**src/design/swac_pkg.sv**
```systemverilog
// Constants shared by the serial wait and acknowledge control block
package swac_pkg;

  // ----------------------------------------------------------------
  // Wait control register layout
  // ----------------------------------------------------------------
  localparam int          ACK_BIT_POS   = 3;
  localparam int          NO_WAIT_POS   = 2;
  localparam int          SEL_HI_POS    = 1;
  localparam int          SEL_LO_POS    = 0;
  localparam logic [3:0]  CTRL_RESET    = 4'h0;

  // ----------------------------------------------------------------
  // Wait timing select encodings
  // ----------------------------------------------------------------
  localparam logic [1:0]  WAIT_NONE     = 2'h0;
  localparam logic [1:0]  WAIT_DATA     = 2'h1;
  localparam logic [1:0]  WAIT_ACK      = 2'h2;
  localparam logic [1:0]  WAIT_ADDR     = 2'h3;

  // ----------------------------------------------------------------
  // Clock counter values
  // ----------------------------------------------------------------
  localparam int          CNT_W         = 4;
  localparam logic [3:0]  CNT_ZERO      = 4'h0;
  localparam logic [3:0]  CNT_WRAP_TO   = 4'h1;
  localparam logic [3:0]  CNT_DATA      = 4'h8;
  localparam logic [3:0]  CNT_ACK       = 4'h9;

  // Counter step with wrap from the ack count back to one
  function automatic logic [3:0] swac_next_count(input logic [3:0] c);
    swac_next_count = (c == CNT_ACK) ? CNT_WRAP_TO : 4'(c + 4'h1);
  endfunction

endpackage

```
**src/design/swac_cnt_if.sv**
```systemverilog
// Interface between the wait controller and its clock counter
`timescale 1ns/100ps
`default_nettype none
interface swac_cnt_if;
  logic       advance;
  logic       clear;
  logic [3:0] count;

  modport ctrl (output advance, output clear, input count);
  modport cnt  (input advance, input clear, output count);
endinterface // swac_cnt_if
`default_nettype wire

```
**src/design/swac_pin_sync.sv**
```systemverilog
// Two-stage pin synchroniser with edge pulses
`timescale 1ns/100ps
`default_nettype none
module swac_pin_sync #(
  parameter int WIDTH = 2
) (
  // Clock and reset
  input  wire logic             core_clk,
  input  wire logic             sys_rst,
  // Raw pins
  input  wire logic [WIDTH-1:0] din,
  // Synchronised view
  output logic      [WIDTH-1:0] level,
  output logic      [WIDTH-1:0] rise,
  output logic      [WIDTH-1:0] fall
);

  logic [WIDTH-1:0] meta;
  logic [WIDTH-1:0] stage;
  logic [WIDTH-1:0] prev;

  // Idle bus lines float high, so start from high
  always_ff @(posedge core_clk) begin
    if (sys_rst) begin
      meta  <= '1;
      stage <= '1;
      prev  <= '1;
    end else begin
      meta  <= din;
      stage <= meta;
      prev  <= stage;
    end
  end

  assign level = stage;
  assign rise  = stage & ~prev;
  assign fall  = ~stage & prev;

endmodule // swac_pin_sync
`default_nettype wire

```
**src/design/swac_clk_counter.sv**
```systemverilog
// Shift clock counter, counts 1 to 9 and wraps to 1
`timescale 1ns/100ps
`default_nettype none
module swac_clk_counter
  import swac_pkg::*;
(
  // Clock and reset
  input  wire logic core_clk,
  input  wire logic sys_rst,
  // Control and count
  swac_cnt_if.cnt   cif
);

  logic [3:0] next_count;

  // Clear beats advance so a start mid-byte realigns the count
  assign next_count = cif.clear   ? CNT_ZERO :
                      cif.advance ? swac_next_count(cif.count) :
                                    cif.count;

  always_ff @(posedge core_clk) begin
    if (sys_rst) begin
      cif.count <= CNT_ZERO;
    end else begin
      cif.count <= next_count;
    end
  end

endmodule // swac_clk_counter
`default_nettype wire

```
**src/design/swac_wait_ctrl.sv**
```systemverilog
// Serial wait and acknowledge control, top level
//
// Operation
// - Four-bit register: ack bit 3, no-wait flag 2, timing select 1..0.
// - Power-on reset and stop halt clear every register bit.
// - During wait, shift clock edges neither count nor shift.
// - Two-wire: wait at falling edge, count 8, 9, or 8 after start.
// - Serial I/O: data and ack wait park clock high; no address wait.
// - Two-wire slave drives clock pin low at the wait point.
// - Select zero never waits nor holds the clock line.
// - After release, wait recurs at the next matching count.
// - Address wait only at first count 8 after a start.
// - Software reads the no-wait flag to see wait state while a select is set.
// - Two-wire master holds its generated clock low at a wait point; a forced wait holds its current level.
// - Serial I/O internal clock parks generated clock high at a wait point; a forced wait holds its current level.
// - Serial I/O register write clears counter; wait follows written no-wait bit.
// - Serial I/O internal clock without select runs continuously.
// - Serial I/O external clock ignores clocks after wait point.
// - Writing zero to no-wait with a select set forces wait and halts generation.
// - Writing one releases wait; generated clock resumes where held.
// - Two-wire receive drives stored ack bit during each ack slot.
// - Two-wire transmit captures the receiver's ack into the bit.
// - Serial I/O leaves ack bit as a plain storage bit.
// - Counter starts at zero, wraps 9 to 1, clears on start.
// - Master select picks slave/master or external/internal clock.
`timescale 1ns/100ps
`default_nettype none
module swac_wait_ctrl
  import swac_pkg::*;
(
  // Clock and reset
  input  wire logic       core_clk,
  input  wire logic       sys_rst,
  input  wire logic       stop_halt,
  // Register file access
  input  wire logic       reg_wr_en,
  input  wire logic [3:0] reg_wr_data,
  output logic      [3:0] reg_rd_data,
  // Mode selection
  input  wire logic       protocol_select,
  input  wire logic       clock_source_master_sel,
  input  wire logic       transmit_select,
  input  wire logic       int_clk_tick,
  // Shift clock pin
  input  wire logic       scl_in,
  output logic            scl_out,
  output logic            scl_oe,
  // Serial data pin
  input  wire logic       sda_in,
  output logic            sda_out,
  output logic            sda_oe,
  // Shift register strobes and status
  output logic            shift_in_pulse,
  output logic            shift_out_pulse,
  output logic      [3:0] clk_count,
  output logic            wait_active
);

  // ----------------------------------------------------------------
  // Pin synchronisation and counter
  // ----------------------------------------------------------------
  logic [1:0] pin_level;
  logic [1:0] pin_rise;
  logic [1:0] pin_fall;

  swac_cnt_if cif ();

  swac_pin_sync #(.WIDTH(2)) u_sync (
    .core_clk (core_clk),
    .sys_rst  (sys_rst),
    .din      ({sda_in, scl_in}),
    .level    (pin_level),
    .rise     (pin_rise),
    .fall     (pin_fall)
  );

  swac_clk_counter u_cnt (
    .core_clk (core_clk),
    .sys_rst  (sys_rst),
    .cif      (cif.cnt)
  );

  // ----------------------------------------------------------------
  // State
  // ----------------------------------------------------------------
  logic [1:0] wait_sel;
  logic       wait_q;
  logic       ack_bit;
  logic       addr_armed;
  logic       gen_clk;
  logic       ack_slot;
  logic       proto_q;

  wire        clr_all   = sys_rst | stop_halt;
  wire        two_wire  = protocol_select;
  wire        gen_mode  = clock_source_master_sel;
  wire        scl_lvl   = pin_level[0];
  wire        sda_lvl   = pin_level[1];
  wire [3:0]  count     = cif.count;
  wire [3:0]  count_nx  = swac_next_count(count);

  // Stored wait only bites with a select set; zero select never waits
  wire        sel_any   = (wait_sel != WAIT_NONE);
  wire        wait_eff  = wait_q & sel_any;
  wire        run       = ~wait_eff;

  // ----------------------------------------------------------------
  // Shift clock edge source
  // ----------------------------------------------------------------
  wire        gen_tick  = gen_mode & int_clk_tick & run;
  wire        gen_rise  = gen_tick & ~gen_clk;
  wire        gen_fall  = gen_tick & gen_clk;
  wire        clk_rise  = gen_mode ? gen_rise : pin_rise[0];
  wire        clk_fall  = gen_mode ? gen_fall : pin_fall[0];
  wire        rise_run  = clk_rise & run;
  wire        fall_run  = clk_fall & run;

  wire        start_det = two_wire & pin_fall[1] & scl_lvl;
  wire        mode_chg  = (proto_q != protocol_select);
  wire        sio_write = reg_wr_en & ~two_wire;

  // ----------------------------------------------------------------
  // Wait point decode
  // ----------------------------------------------------------------
  wire [3:0]  wait_cnt  = (wait_sel == WAIT_ACK) ? CNT_ACK : CNT_DATA;
  wire        addr_ok   = (wait_sel != WAIT_ADDR) | addr_armed;
  wire        hit_2w    = two_wire & fall_run & sel_any &
                          (count == wait_cnt) & addr_ok;
  // Address wait is not a legal serial I/O setting, so it never hits
  wire        hit_sio   = ~two_wire & rise_run &
                          ((wait_sel == WAIT_DATA) |
                           (wait_sel == WAIT_ACK)) &
                          (count_nx == wait_cnt);
  wire        wait_hit  = hit_2w | hit_sio;

  wire        ack_cap   = two_wire & transmit_select & rise_run &
                          (count == CNT_DATA);
  wire        byte_bit  = ~two_wire | (count < CNT_DATA);

  // ----------------------------------------------------------------
  // Next values for pins and strobes
  // ----------------------------------------------------------------
  logic next_scl_oe;
  logic next_scl_out;

  always_comb begin
    next_scl_oe  = 1'b0;
    next_scl_out = 1'b0;
    if (two_wire && !gen_mode) begin
      next_scl_oe = wait_eff;
    end else if (two_wire) begin
      next_scl_oe = ~gen_clk;
    end else if (gen_mode) begin
      next_scl_oe  = 1'b1;
      next_scl_out = gen_clk;
    end
  end

  wire next_sda_oe = two_wire & ~transmit_select & ack_slot &
                     ~ack_bit;

  // ----------------------------------------------------------------
  // Counter control
  // ----------------------------------------------------------------
  assign cif.advance = rise_run;
  assign cif.clear   = start_det | sio_write | mode_chg |
                       stop_halt;

  // ----------------------------------------------------------------
  // Register and control state
  // ----------------------------------------------------------------
  always_ff @(posedge core_clk) begin
    if (clr_all) begin
      wait_sel <= CTRL_RESET[SEL_HI_POS:SEL_LO_POS];
      wait_q   <= ~CTRL_RESET[NO_WAIT_POS];
    end else begin
      if (reg_wr_en) begin
        wait_sel <= reg_wr_data[SEL_HI_POS:SEL_LO_POS];
      end
      // A wait point hit in the write cycle still takes effect
      if (wait_hit) begin
        wait_q <= 1'b1;
      end else if (reg_wr_en) begin
        wait_q <= ~reg_wr_data[NO_WAIT_POS];
      end
    end
  end

  always_ff @(posedge core_clk) begin
    if (clr_all) begin
      ack_bit <= CTRL_RESET[ACK_BIT_POS];
    end else if (ack_cap) begin
      ack_bit <= sda_lvl;
    end else if (reg_wr_en) begin
      ack_bit <= reg_wr_data[ACK_BIT_POS];
    end
  end

  always_ff @(posedge core_clk) begin
    if (clr_all) begin
      addr_armed <= 1'b0;
    end else if (start_det) begin
      addr_armed <= 1'b1;
    end else if (hit_2w && wait_sel == WAIT_ADDR) begin
      addr_armed <= 1'b0;
    end
  end

  // Parked high so an idle internal clock looks like a released line
  always_ff @(posedge core_clk) begin
    if (clr_all) begin
      gen_clk <= 1'b1;
    end else if (gen_tick) begin
      gen_clk <= ~gen_clk;
    end
  end

  always_ff @(posedge core_clk) begin
    if (clr_all || !two_wire) begin
      ack_slot <= 1'b0;
    end else if (fall_run && count == CNT_DATA) begin
      ack_slot <= 1'b1;
    end else if (rise_run) begin
      ack_slot <= 1'b0;
    end
  end

  always_ff @(posedge core_clk) begin
    if (sys_rst) begin
      proto_q         <= 1'b0;
      reg_rd_data     <= CTRL_RESET;
      scl_oe          <= 1'b0;
      scl_out         <= 1'b0;
      sda_oe          <= 1'b0;
      sda_out         <= 1'b0;
      shift_in_pulse  <= 1'b0;
      shift_out_pulse <= 1'b0;
      wait_active     <= 1'b0;
    end else begin
      proto_q         <= protocol_select;
      reg_rd_data     <= {ack_bit, ~wait_q, wait_sel};
      scl_oe          <= next_scl_oe;
      scl_out         <= next_scl_out;
      sda_oe          <= next_sda_oe;
      sda_out         <= 1'b0;
      shift_in_pulse  <= rise_run & byte_bit;
      shift_out_pulse <= fall_run & byte_bit;
      wait_active     <= wait_eff;
    end
  end

  assign clk_count = cif.count;
endmodule // swac_wait_ctrl
`default_nettype wire

```
**config.mk**
```make
export PLATFORM = sky130hd
export DESIGN_NAME = swac_wait_ctrl
export DESIGN_NICKNAME = d
export VERILOG_FILES = /design/src/design/swac_pkg.sv /design/src/design/swac_cnt_if.sv /design/src/design/swac_pin_sync.sv /design/src/design/swac_clk_counter.sv /design/src/design/swac_wait_ctrl.sv
export SDC_FILE = /design/constraint.sdc
export NUM_CORES = 1
export LEC_CHECK = 0
export BUFFER_PORTS_ARGS = -buffer_cell sky130_fd_sc_hd__buf_2
export CORE_MARGIN = 3
export CORE_UTILIZATION = 58
export CTS_BUF_LIST = sky130_fd_sc_hd__clkbuf_8
export CTS_CLUSTER_SIZE = 8
export DETAILED_ROUTE_END_ITERATION = 10
export GPL_TIMING_DRIVEN = 0
export PLACE_DENSITY = 0.95
export SYNTH_ARGS = -nofsm -noshare
export SYNTH_HDL_FRONTEND = slang
export SYNTH_HIERARCHICAL = 1
export SYNTH_SLANG_ARGS = --single-unit
```
**constraint.sdc**
```tcl
create_clock -name core_clk -period 5.5 [get_ports core_clk]
set_input_delay 0.825 -clock core_clk [delete_from_list [all_inputs] [get_ports core_clk]]
set_output_delay 0.825 -clock core_clk [all_outputs]
set_load 0.02 [all_outputs]
```
# Word level (Yosys, flattened, before mapping)
# Cells that the tools add are included.
# totals
reg_bits,28
in_bits,14
output_inout_bits,15
elab_cells,100
# op_classes
addsub,1
n_lt_le_gt_ge,1
eq_ne,9
mux,13
bitwise,45
reduce_logical,13
# op_table
operator,count
1-bit bitwise AND,26
1-bit 2-to-1 mux,12
1-bit NOT,9
4-bit equality test,2
"4-bit equality test, second input constant",2
1-bit OR,8
2-bit nonzero test,4
"4-bit by 1-bit adder with 4-bit output, second input constant",1
"2-bit equality test, second input constant",2
"4-bit less-than comparator, second input constant",1
4-bit 2-to-1 mux,1
2-bit OR reduction,2
4-bit OR reduction,1
1-bit logical AND,3
2-bit bitwise AND,1
"2-bit by 1-bit equality test with 1-bit output, second input constant",1
1-bit zero test,2
"2-bit != test, second input constant",1
2-bit NOT,1
1-bit logical OR,1
1-bit != test,1

# Depth between registers and ports, before layout
# Gate-level depths: netlist of run 1.
# logic_depth
ltp_word,14
depth_mapped,8
mapped_depth_nobuf,8

# By module
# The synthesis of run 1 kept the hierarchy.
# modules_own_cells
module,n_inst,cells_each,area_each_um2,seq_area_each_um2
swac_wait_ctrl,1,87,819.5,360.3
swac_clk_counter,1,22,191.4,80.1
swac_pin_sync,1,16,182.7,120.1

# Worst setup path before layout of run 1
# Ideal clock, no wire load.
# synth_path
path_type,input port to flip-flop
start,input clock_source_master_sel
end,register u_cnt.cif.count[1]
setup_time_ps,79
t_arrival_ps,1985
t_required_ps,5421
slack_ps,3436
cell_stages,7
n_path_buf,1
cell_sequence,buf_4 nor2_1 a211o_1 inv_1 nand2_1 or3_1 a211oi_2
# synth_between
elab_chain_len,5
# synth_lines
item,line_no,source
start: declaration,swac_wait_ctrl.sv:41,"input wire logic clock_source_master_sel,"
1-bit bitwise AND (2 in series),swac_wait_ctrl.sv:110,wire gen_tick = gen_mode & int_clk_tick & run;
1-bit bitwise AND,swac_wait_ctrl.sv:111,wire gen_rise = gen_tick & ~gen_clk;
1-bit 2-to-1 mux (*),swac_wait_ctrl.sv:113,wire clk_rise = gen_mode ? gen_rise : pin_rise[0];
1-bit bitwise AND (*),swac_wait_ctrl.sv:115,wire rise_run = clk_rise & run;
named net cif.advance,swac_cnt_if.sv:5,logic advance;
end signal: assignment,swac_clk_counter.sv:25,cif.count <= next_count;
end: declaration,swac_cnt_if.sv:10,"modport cnt (input advance, input clear, output count);"
# Mark *: on every way through the listed nets, which the timed path passes. The rest lies on a longest branch.
# A chain may end at the register's enable or synchronous reset.

# Worst setup path after layout of run 1
# layout_path
start,register wait_sel[0]
end,register u_cnt.cif.count[1]
# layout_between
elab_chain_len,7
# layout_lines
item,line_no,source
start: declaration,swac_wait_ctrl.sv:86,logic [1:0] wait_sel;
start signal: assignment,swac_wait_ctrl.sv:174,wait_sel <= CTRL_RESET[SEL_HI_POS:SEL_LO_POS];
start signal: assignment,swac_wait_ctrl.sv:178,wait_sel <= reg_wr_data[SEL_HI_POS:SEL_LO_POS];
2-bit nonzero test (*),swac_wait_ctrl.sv:103,wire sel_any = (wait_sel != WAIT_NONE);
1-bit bitwise AND (*),swac_wait_ctrl.sv:104,wire wait_eff = wait_q & sel_any;
1-bit NOT (*),swac_wait_ctrl.sv:105,wire run = ~wait_eff;
1-bit bitwise AND,swac_wait_ctrl.sv:110,
1-bit bitwise AND,swac_wait_ctrl.sv:111,
1-bit 2-to-1 mux,swac_wait_ctrl.sv:113,
1-bit bitwise AND (*),swac_wait_ctrl.sv:115,
named net cif.advance,swac_cnt_if.sv:5,
# Marks and branches as above.

==> run_results.csv, run 1 <==
group,metric,value,unit
run_status,status,"completed",
clocking,clock_sinks,28,
floorplanning,die_w,51.2,um
critical_path,reg2reg_from,"wait_sel[0]$_SDFFE_PP0P_",
critical_path,startpoint,"wait_sel[0]$_SDFFE_PP0P_",
clocking,worstSkewPairLatency,270,ps
timing,post-route-period-util,38.0,%
grt,grt_overflow,0,
grt,grt_pass1_vias,900,
final_layout,area_delta_synth_final,19.2,%
critical_path,r2r_slack,3410,ps
grt,grt_first_pass_wirelength,3.82,mm
critical_path,cp-start-kind,"flop",
power,p_per_area,288,nW/um^2
clocking,cts_hold_buf,0,
synth,synthCells,124,
grt,grt_max_degree,17,
clocking,cts_max_path_buffers,2,
critical_path,worstPathRequired,5700,ps
critical_path,arrival,2290,ps
timing,setup_ws,3410,ps
route,drc,0,
final_layout,fin_util,77.7,%
grt,use_met1,19.5,%
min_path,holdCritPathClass,"reg2reg",
power,power.share.switching,21.2,%
route,antenna_left,0,
floorplanning,die_area,2630,um^2
power,p_seq_share,51.9,%
final_layout,layout.nets,171,
floorplanning,core-area,1820,um^2
route,dr.pass1.iters,6,
synth,synth.avg_cell_area,9.58,um^2
timing,setup_viol,0,
floorplanning,boundaryPins,29,
grt,grt_usage,19.8,%
route,drt_iter0_markers,19,
final_layout,fillers,131,
synth,ys.warnings.count,6,
timing,fin_crit,2090,ps
clocking,cts_tree,"done",
grt,top_usage_layer,"met2",
placement,port_buffers,25,
clocking,cts_resized,0,
flow_run,maxCapViolCount,0,
placement,gp_congestion,0.787,
critical_path,end_kind,"flop",
grt,met2_usage,39.3,%
critical_path,endpoint,"u_cnt/cif.count[1]$_SDFFE_PP0P_",
clocking,clk_pin_slew,90,ps
critical_path,crit_type,"reg2reg",
critical_path,r2r_cells,8,
floorplanning,die_y,51.2,um
timing,rsz0062_at_grt,"no",
timing,final-max-slew-violation-count,0,
power,clkPwrFrac,38.7,%
floorplanning,initial_core_util,65.2,%
clocking,cts_inserted_buffers,3,
final_layout,regArea,561,um^2
placement,hpwl,1.79,mm
route,viasPerCell,5.60,
critical_path,worstPathMaxFanout,6,
timing,setup_tns,0,ps
route,finalWirelength,2.47,mm
final_layout,layout-drive-gt1-share,24.2,%
critical_path,regToRegEndpoint,"u_cnt/cif.count[1]$_SDFFE_PP0P_",
grt,grtUsageMet3,5.83,%
floorplanning,num_rows,15,
final_layout,multi_input_area,576,um^2
power,p_leak,0.622,nW
timing,max_freq,479,MHz
grt,antenna_found_initial,0,
timing,hold_viol_final,0,
placement,pre_cts_slack,3300,ps
power,irDropWorstVdd,369,uV
synth,syn_area,1190,um^2
power,internal_power,322,uW
route,vias,996,
power,p_switching,86.4,uW
clocking,htreeDepth,1,
clocking,clk_root_buffer_cell,"clkbuf_8",
clocking,cts_setup_buffers,0,
final_layout,n_antenna_cell,0,
route,routedWlPerCell,13.9,um
power,combinationalPowerShare,9.4,%
synth,syn_nets,141,
timing,skew,3.69,ps
[metal layers]
| layer | routed length (um) | up-vias |
|---|---|---|
| li1 | - | 486 |
| met1 | 953 | 460 |
| met2 | 1290 | 44 |
| met3 | 181 | 6 |
| met4 | 38 | 0 |
| met5 | 0 | - |
[stage by stage]
step | instance area, um^2 | cells | hold slack (ps) | total power, mW
2_1_floorplan | 1190 | 124 | 383 | 0.241
4_1_cts | 1420 | 178 | 419 | 0.409
3_5_place_dp | 1340 | 174 | 398 | 0.254
6_report | 1420 | 178 | 414 | 0.408
5_1_grt | 1420 | 178 | 440 | 0.423
3_3_place_gp | 1340 | 174 | 390 | 0.252
[sequential cells by signal, indices dropped and copies added (netlist names)]
signal and flops:
gen_clk 1, scl_oe 1, wait_active 1, u_sync/level 2, reg_rd_data 4, wait_sel 2, u_cnt/cif.count 4, ack_slot 1
u_sync/prev 2, addr_armed 1, scl_out 1, shift_out_pulse 1, ack_bit 1, shift_in_pulse 1, u_sync/meta 2, proto_q 1
wait_q 1, sda_oe 1
[power by group through the flow]
stage | clock network [mW] | logic, mW | registers (mW)
CTS | 0.158 | 0.0384 | 0.212
detailed placement | 0 | 0.0378 | 0.217
floorplan | 0 | 0.0213 | 0.219
finish | 0.158 | 0.0384 | 0.212
global route | 0.168 | 0.0422 | 0.213
global placement | 0 | 0.0362 | 0.216
[critical path, cell delays in order (launching register included)]
cell	delay (ps)
dfxtp_1	350
inv_1	130
ha_1	230
and2b_4	220
a211o_1	270
inv_1	180
nand2_1	130
or3_1	340
a211oi_2	170
[cells in the final DEF (no fill, tap or decap), types with 2 or more instances in the layout]
cell type	instances
dfxtp_1	28
nor2b_1	7
buf_4	2
o21ai_1	2
and2_1	2
nor2_1	11
clkbuf_1	2
inv_1	4
or2_1	6
mux2i_1	3
nand3_1	4
buf_2	25
nor3_1	5
o21ai_0	2
a211oi_2	2
xor2_1	3
clkbuf_8	4
a21oi_1	4
nand2_1	8
nand2b_1	3
ha_1	3
nor4b_2	2
and3_1	2
[worst min-delay path by stage]
stage,startpoint,to,depth (start not counted)
2_1_floorplan,u_sync/meta[1]$_SDFF_PP1_,u_sync/level[1]$_SDFF_PP1_,1
6_report,u_sync/meta[1]$_SDFF_PP1_,u_sync/level[1]$_SDFF_PP1_,1
5_1_grt,u_sync/meta[1]$_SDFF_PP1_,u_sync/level[1]$_SDFF_PP1_,1
3_5_place_dp,u_sync/meta[1]$_SDFF_PP1_,u_sync/level[1]$_SDFF_PP1_,1
4_1_cts,u_sync/meta[1]$_SDFF_PP1_,u_sync/level[1]$_SDFF_PP1_,1
3_3_place_gp,u_sync/meta[1]$_SDFF_PP1_,u_sync/level[1]$_SDFF_PP1_,1
[layout make-up]
type                    instances  share of cell area, %
plain buffers                   5                   2.56
repair buffers                 25                   8.84
flip-flops and latches         28                   39.6
clock inverters                 1                   2.12
multi-input cells              87                   40.7
well taps                      25                   2.21
clock buffers                   3                   2.92
inverters                       4                   1.06
No activity file was read; power rests on OpenSTA's default activity.
==> run 2: changes to the inputs <==
--- a/config.mk
+++ b/config.mk
@@ -7,12 +7,12 @@
 export LEC_CHECK = 0
 export BUFFER_PORTS_ARGS = -buffer_cell sky130_fd_sc_hd__buf_2
 export CORE_MARGIN = 3
-export CORE_UTILIZATION = 58
+export CORE_UTILIZATION = 49
 export CTS_BUF_LIST = sky130_fd_sc_hd__clkbuf_8
 export CTS_CLUSTER_SIZE = 8
 export DETAILED_ROUTE_END_ITERATION = 10
 export GPL_TIMING_DRIVEN = 0
-export PLACE_DENSITY = 0.95
+export PLACE_DENSITY = 0.87
 export SYNTH_ARGS = -nofsm -noshare
 export SYNTH_HDL_FRONTEND = slang
 export SYNTH_HIERARCHICAL = 1
==> constraint.sdc (replaced) <==
create_clock -name core_clk -period 1.91 [get_ports core_clk]
set_input_delay 0.2865 -clock core_clk [delete_from_list [all_inputs] [get_ports core_clk]]
set_output_delay 0.2865 -clock core_clk [all_outputs]
set_load 0.02 [all_outputs]
==> run_results.csv, run 2 (same netlist as run 1, synthesis figures left out) <==
group,metric,value,unit
clocking,cts_max_path_buffers,2,
timing,post-route-period-util,94.7,%
timing,setup_tns,0,ps
critical_path,crit_slowest_cell,"dfxtp_1",
min_path,holdCritPathClass,"in2reg",
floorplanning,core-area,2250,um^2
critical_path,end_kind,"flop",
critical_path,cp_num_buf_inv,2,
grt,antenna_found_initial,0,
route,drc,0,
power,power,1.09,mW
run_status,status,"completed",
route,drt_iter0_markers,18,
floorplanning,initial_core_util,52.7,%
critical_path,crit_family,"simple AND/OR/NAND/NOR gates",
critical_path,critPathMostFrequentCell,"inv_2",
final_layout,n_antenna_cell,0,
grt,grt_pass1_vias,956,
grt,grt_usage,16.7,%
clocking,clock_sinks,28,
clocking,htreeDepth,1,
floorplanning,boundaryPins,29,
placement,gp_congestion,0.844,
timing,setup_viol,0,
power,irDropWorstVdd,725,uV
final_layout,fillers,198,
timing,rsz0062_at_grt,"no",
critical_path,worstPathRequired,2110,ps
critical_path,r2r_slack,100,ps
final_layout,area_delta_synth_final,21.4,%
timing,max_freq,553,MHz
critical_path,crit_type,"reg2reg",
grt,grt_overflow,0,
route,antenna_left,0,
route,routedWlPerCell,13.4,um
critical_path,cp-start-kind,"flop",
placement,hpwl,1.86,mm
route,dr.pass1.iters,4,
timing,setup_ws,101,ps
timing,final-max-slew-violation-count,0,
final_layout,final_common_cell,"dfxtp_1",
critical_path,arrival,2010,ps
route,viasPerCell,5.35,
clocking,worstSkewPairLatency,280,ps
flow_run,maxCapViolCount,0,
timing,fin_crit,1810,ps
clocking,cts_inserted_buffers,3,
floorplanning,num_rows,17,
power,p_leak,0.631,nW
final_layout,mostFrequentLayoutCells,"27 x dfxtp_1, 25 x buf_2, 11 x nor2_1, 7 x nand2_1, 7 x nor2b_1",
route,vias,984,
clocking,cts_tree,"done",
floorplanning,die_y,55.2,um
clocking,clk_root_buffer_cell,"clkbuf_8",
final_layout,fin_util,63.9,%
grt,grt_max_degree,16,
final_layout,reg_top3,"reg_rd_data x4, u_cnt/cif.count x4",
critical_path,worstPathCellList,"inv_2 -> ha_4 -> and2b_4 -> a211o_1 -> inv_2 -> nand2_2 -> or3_1 -> a211oi_2",
final_layout,layout-drive-gt1-share,29.5,%
route,finalWirelength,2.47,mm
floorplanning,die_w,55.2,um
placement,port_buffers,25,
timing,hold_viol_final,0,
placement,pre_cts_slack,-100,ps
power,p_per_area,755,nW/um^2
grt,grt_first_pass_wirelength,4.11,mm
clocking,clk_pin_slew,80,ps
timing,skew,7.95,ps
final_layout,layout.nets,174,
floorplanning,die_area,3050,um^2
critical_path,max_stage_delay,340,ps
critical_path,worstPathMaxFanout,4,
[run 2: changes by cell type in the layout (fill, tap and decap cells not counted), sizes merged]
cell    before  now
clkbuf       6    7
buf         27   30
bufinv       1    0
[run 2: path summary, 6_finish.rpt]
kind | start | to | depth (start not counted)
worst max-delay path | wait_sel[0]$_SDFFE_PP0P_ | u_cnt/cif.count[1]$_SDFFE_PP0P_ | 8
worst min-delay path | sda_in | u_sync/meta[1]$_SDFF_PP1_ | 2
worst max register to register | wait_sel[0]$_SDFFE_PP0P_ | u_cnt/cif.count[1]$_SDFFE_PP0P_ | 8
worst min register to register | u_sync/meta[1]$_SDFF_PP1_ | u_sync/level[1]$_SDFF_PP1_ | 1
[run 2: worst register-to-register path, delay by kind of cell (launching register included)]
kind / cells / cell delay, ps
AOI/OAI and AO/OA: 2 / 460
adders and majority gates: 1 / 150
buffers and inverters: 2 / 200
DFF: 1 / 340
and+or+nand+nor: 3 / 590
[run 2: area by class of cell]
cell class                 count  area (um^2)  area share, %
multi-input combinational     87          591           41.0
sequential                    28          562           39.0
timing repair buffer          28          148           10.2
clock buffer                   4         55.1           3.82
buffer                         5         36.3           2.52
tap                           28         35.0           2.43
inverter                       4         15.0           1.04
[run 2: timing repair]
| item | in CTS | in global routing |
|---|---|---|
| setup buffers | 3 | 0 |
| pin swaps | 2 | 0 |
| hold buffers | 0 | 0 |
| gates resized for setup | 3 | 4 |
| endpoints found under the setup margin | 1 | 1 |
[run 2: through the flow]
step,cells,cell area (um^2),hold WS [ps]
finish,184,1440,186
global route,184,1440,187
CTS,184,1440,183
detailed placement,177,1350,393
global placement,177,1350,388
floorplan,124,1190,351
[run 2: routing by layer]
layer / up-vias / track usage (%) / part of all wire [%]
li1: 494 / - / -
met1: 457 / 18.4 / 41
met2: 27 / 29.6 / 52
met3: 6 / 6.31 / 5.7
met4: 0 / 4.86 / 1.8
met5: - / 0 / 0
[run 2: report_power, final]
group | internal (mW) | leakage, nW | switching, mW
Sequential | 0.601 | 0.229 | 0.00941
Combinational | 0.0528 | 0.373 | 0.0666
Clock | 0.185 | 0.0288 | 0.174
Total | 0.838 | 0.631 | 0.250
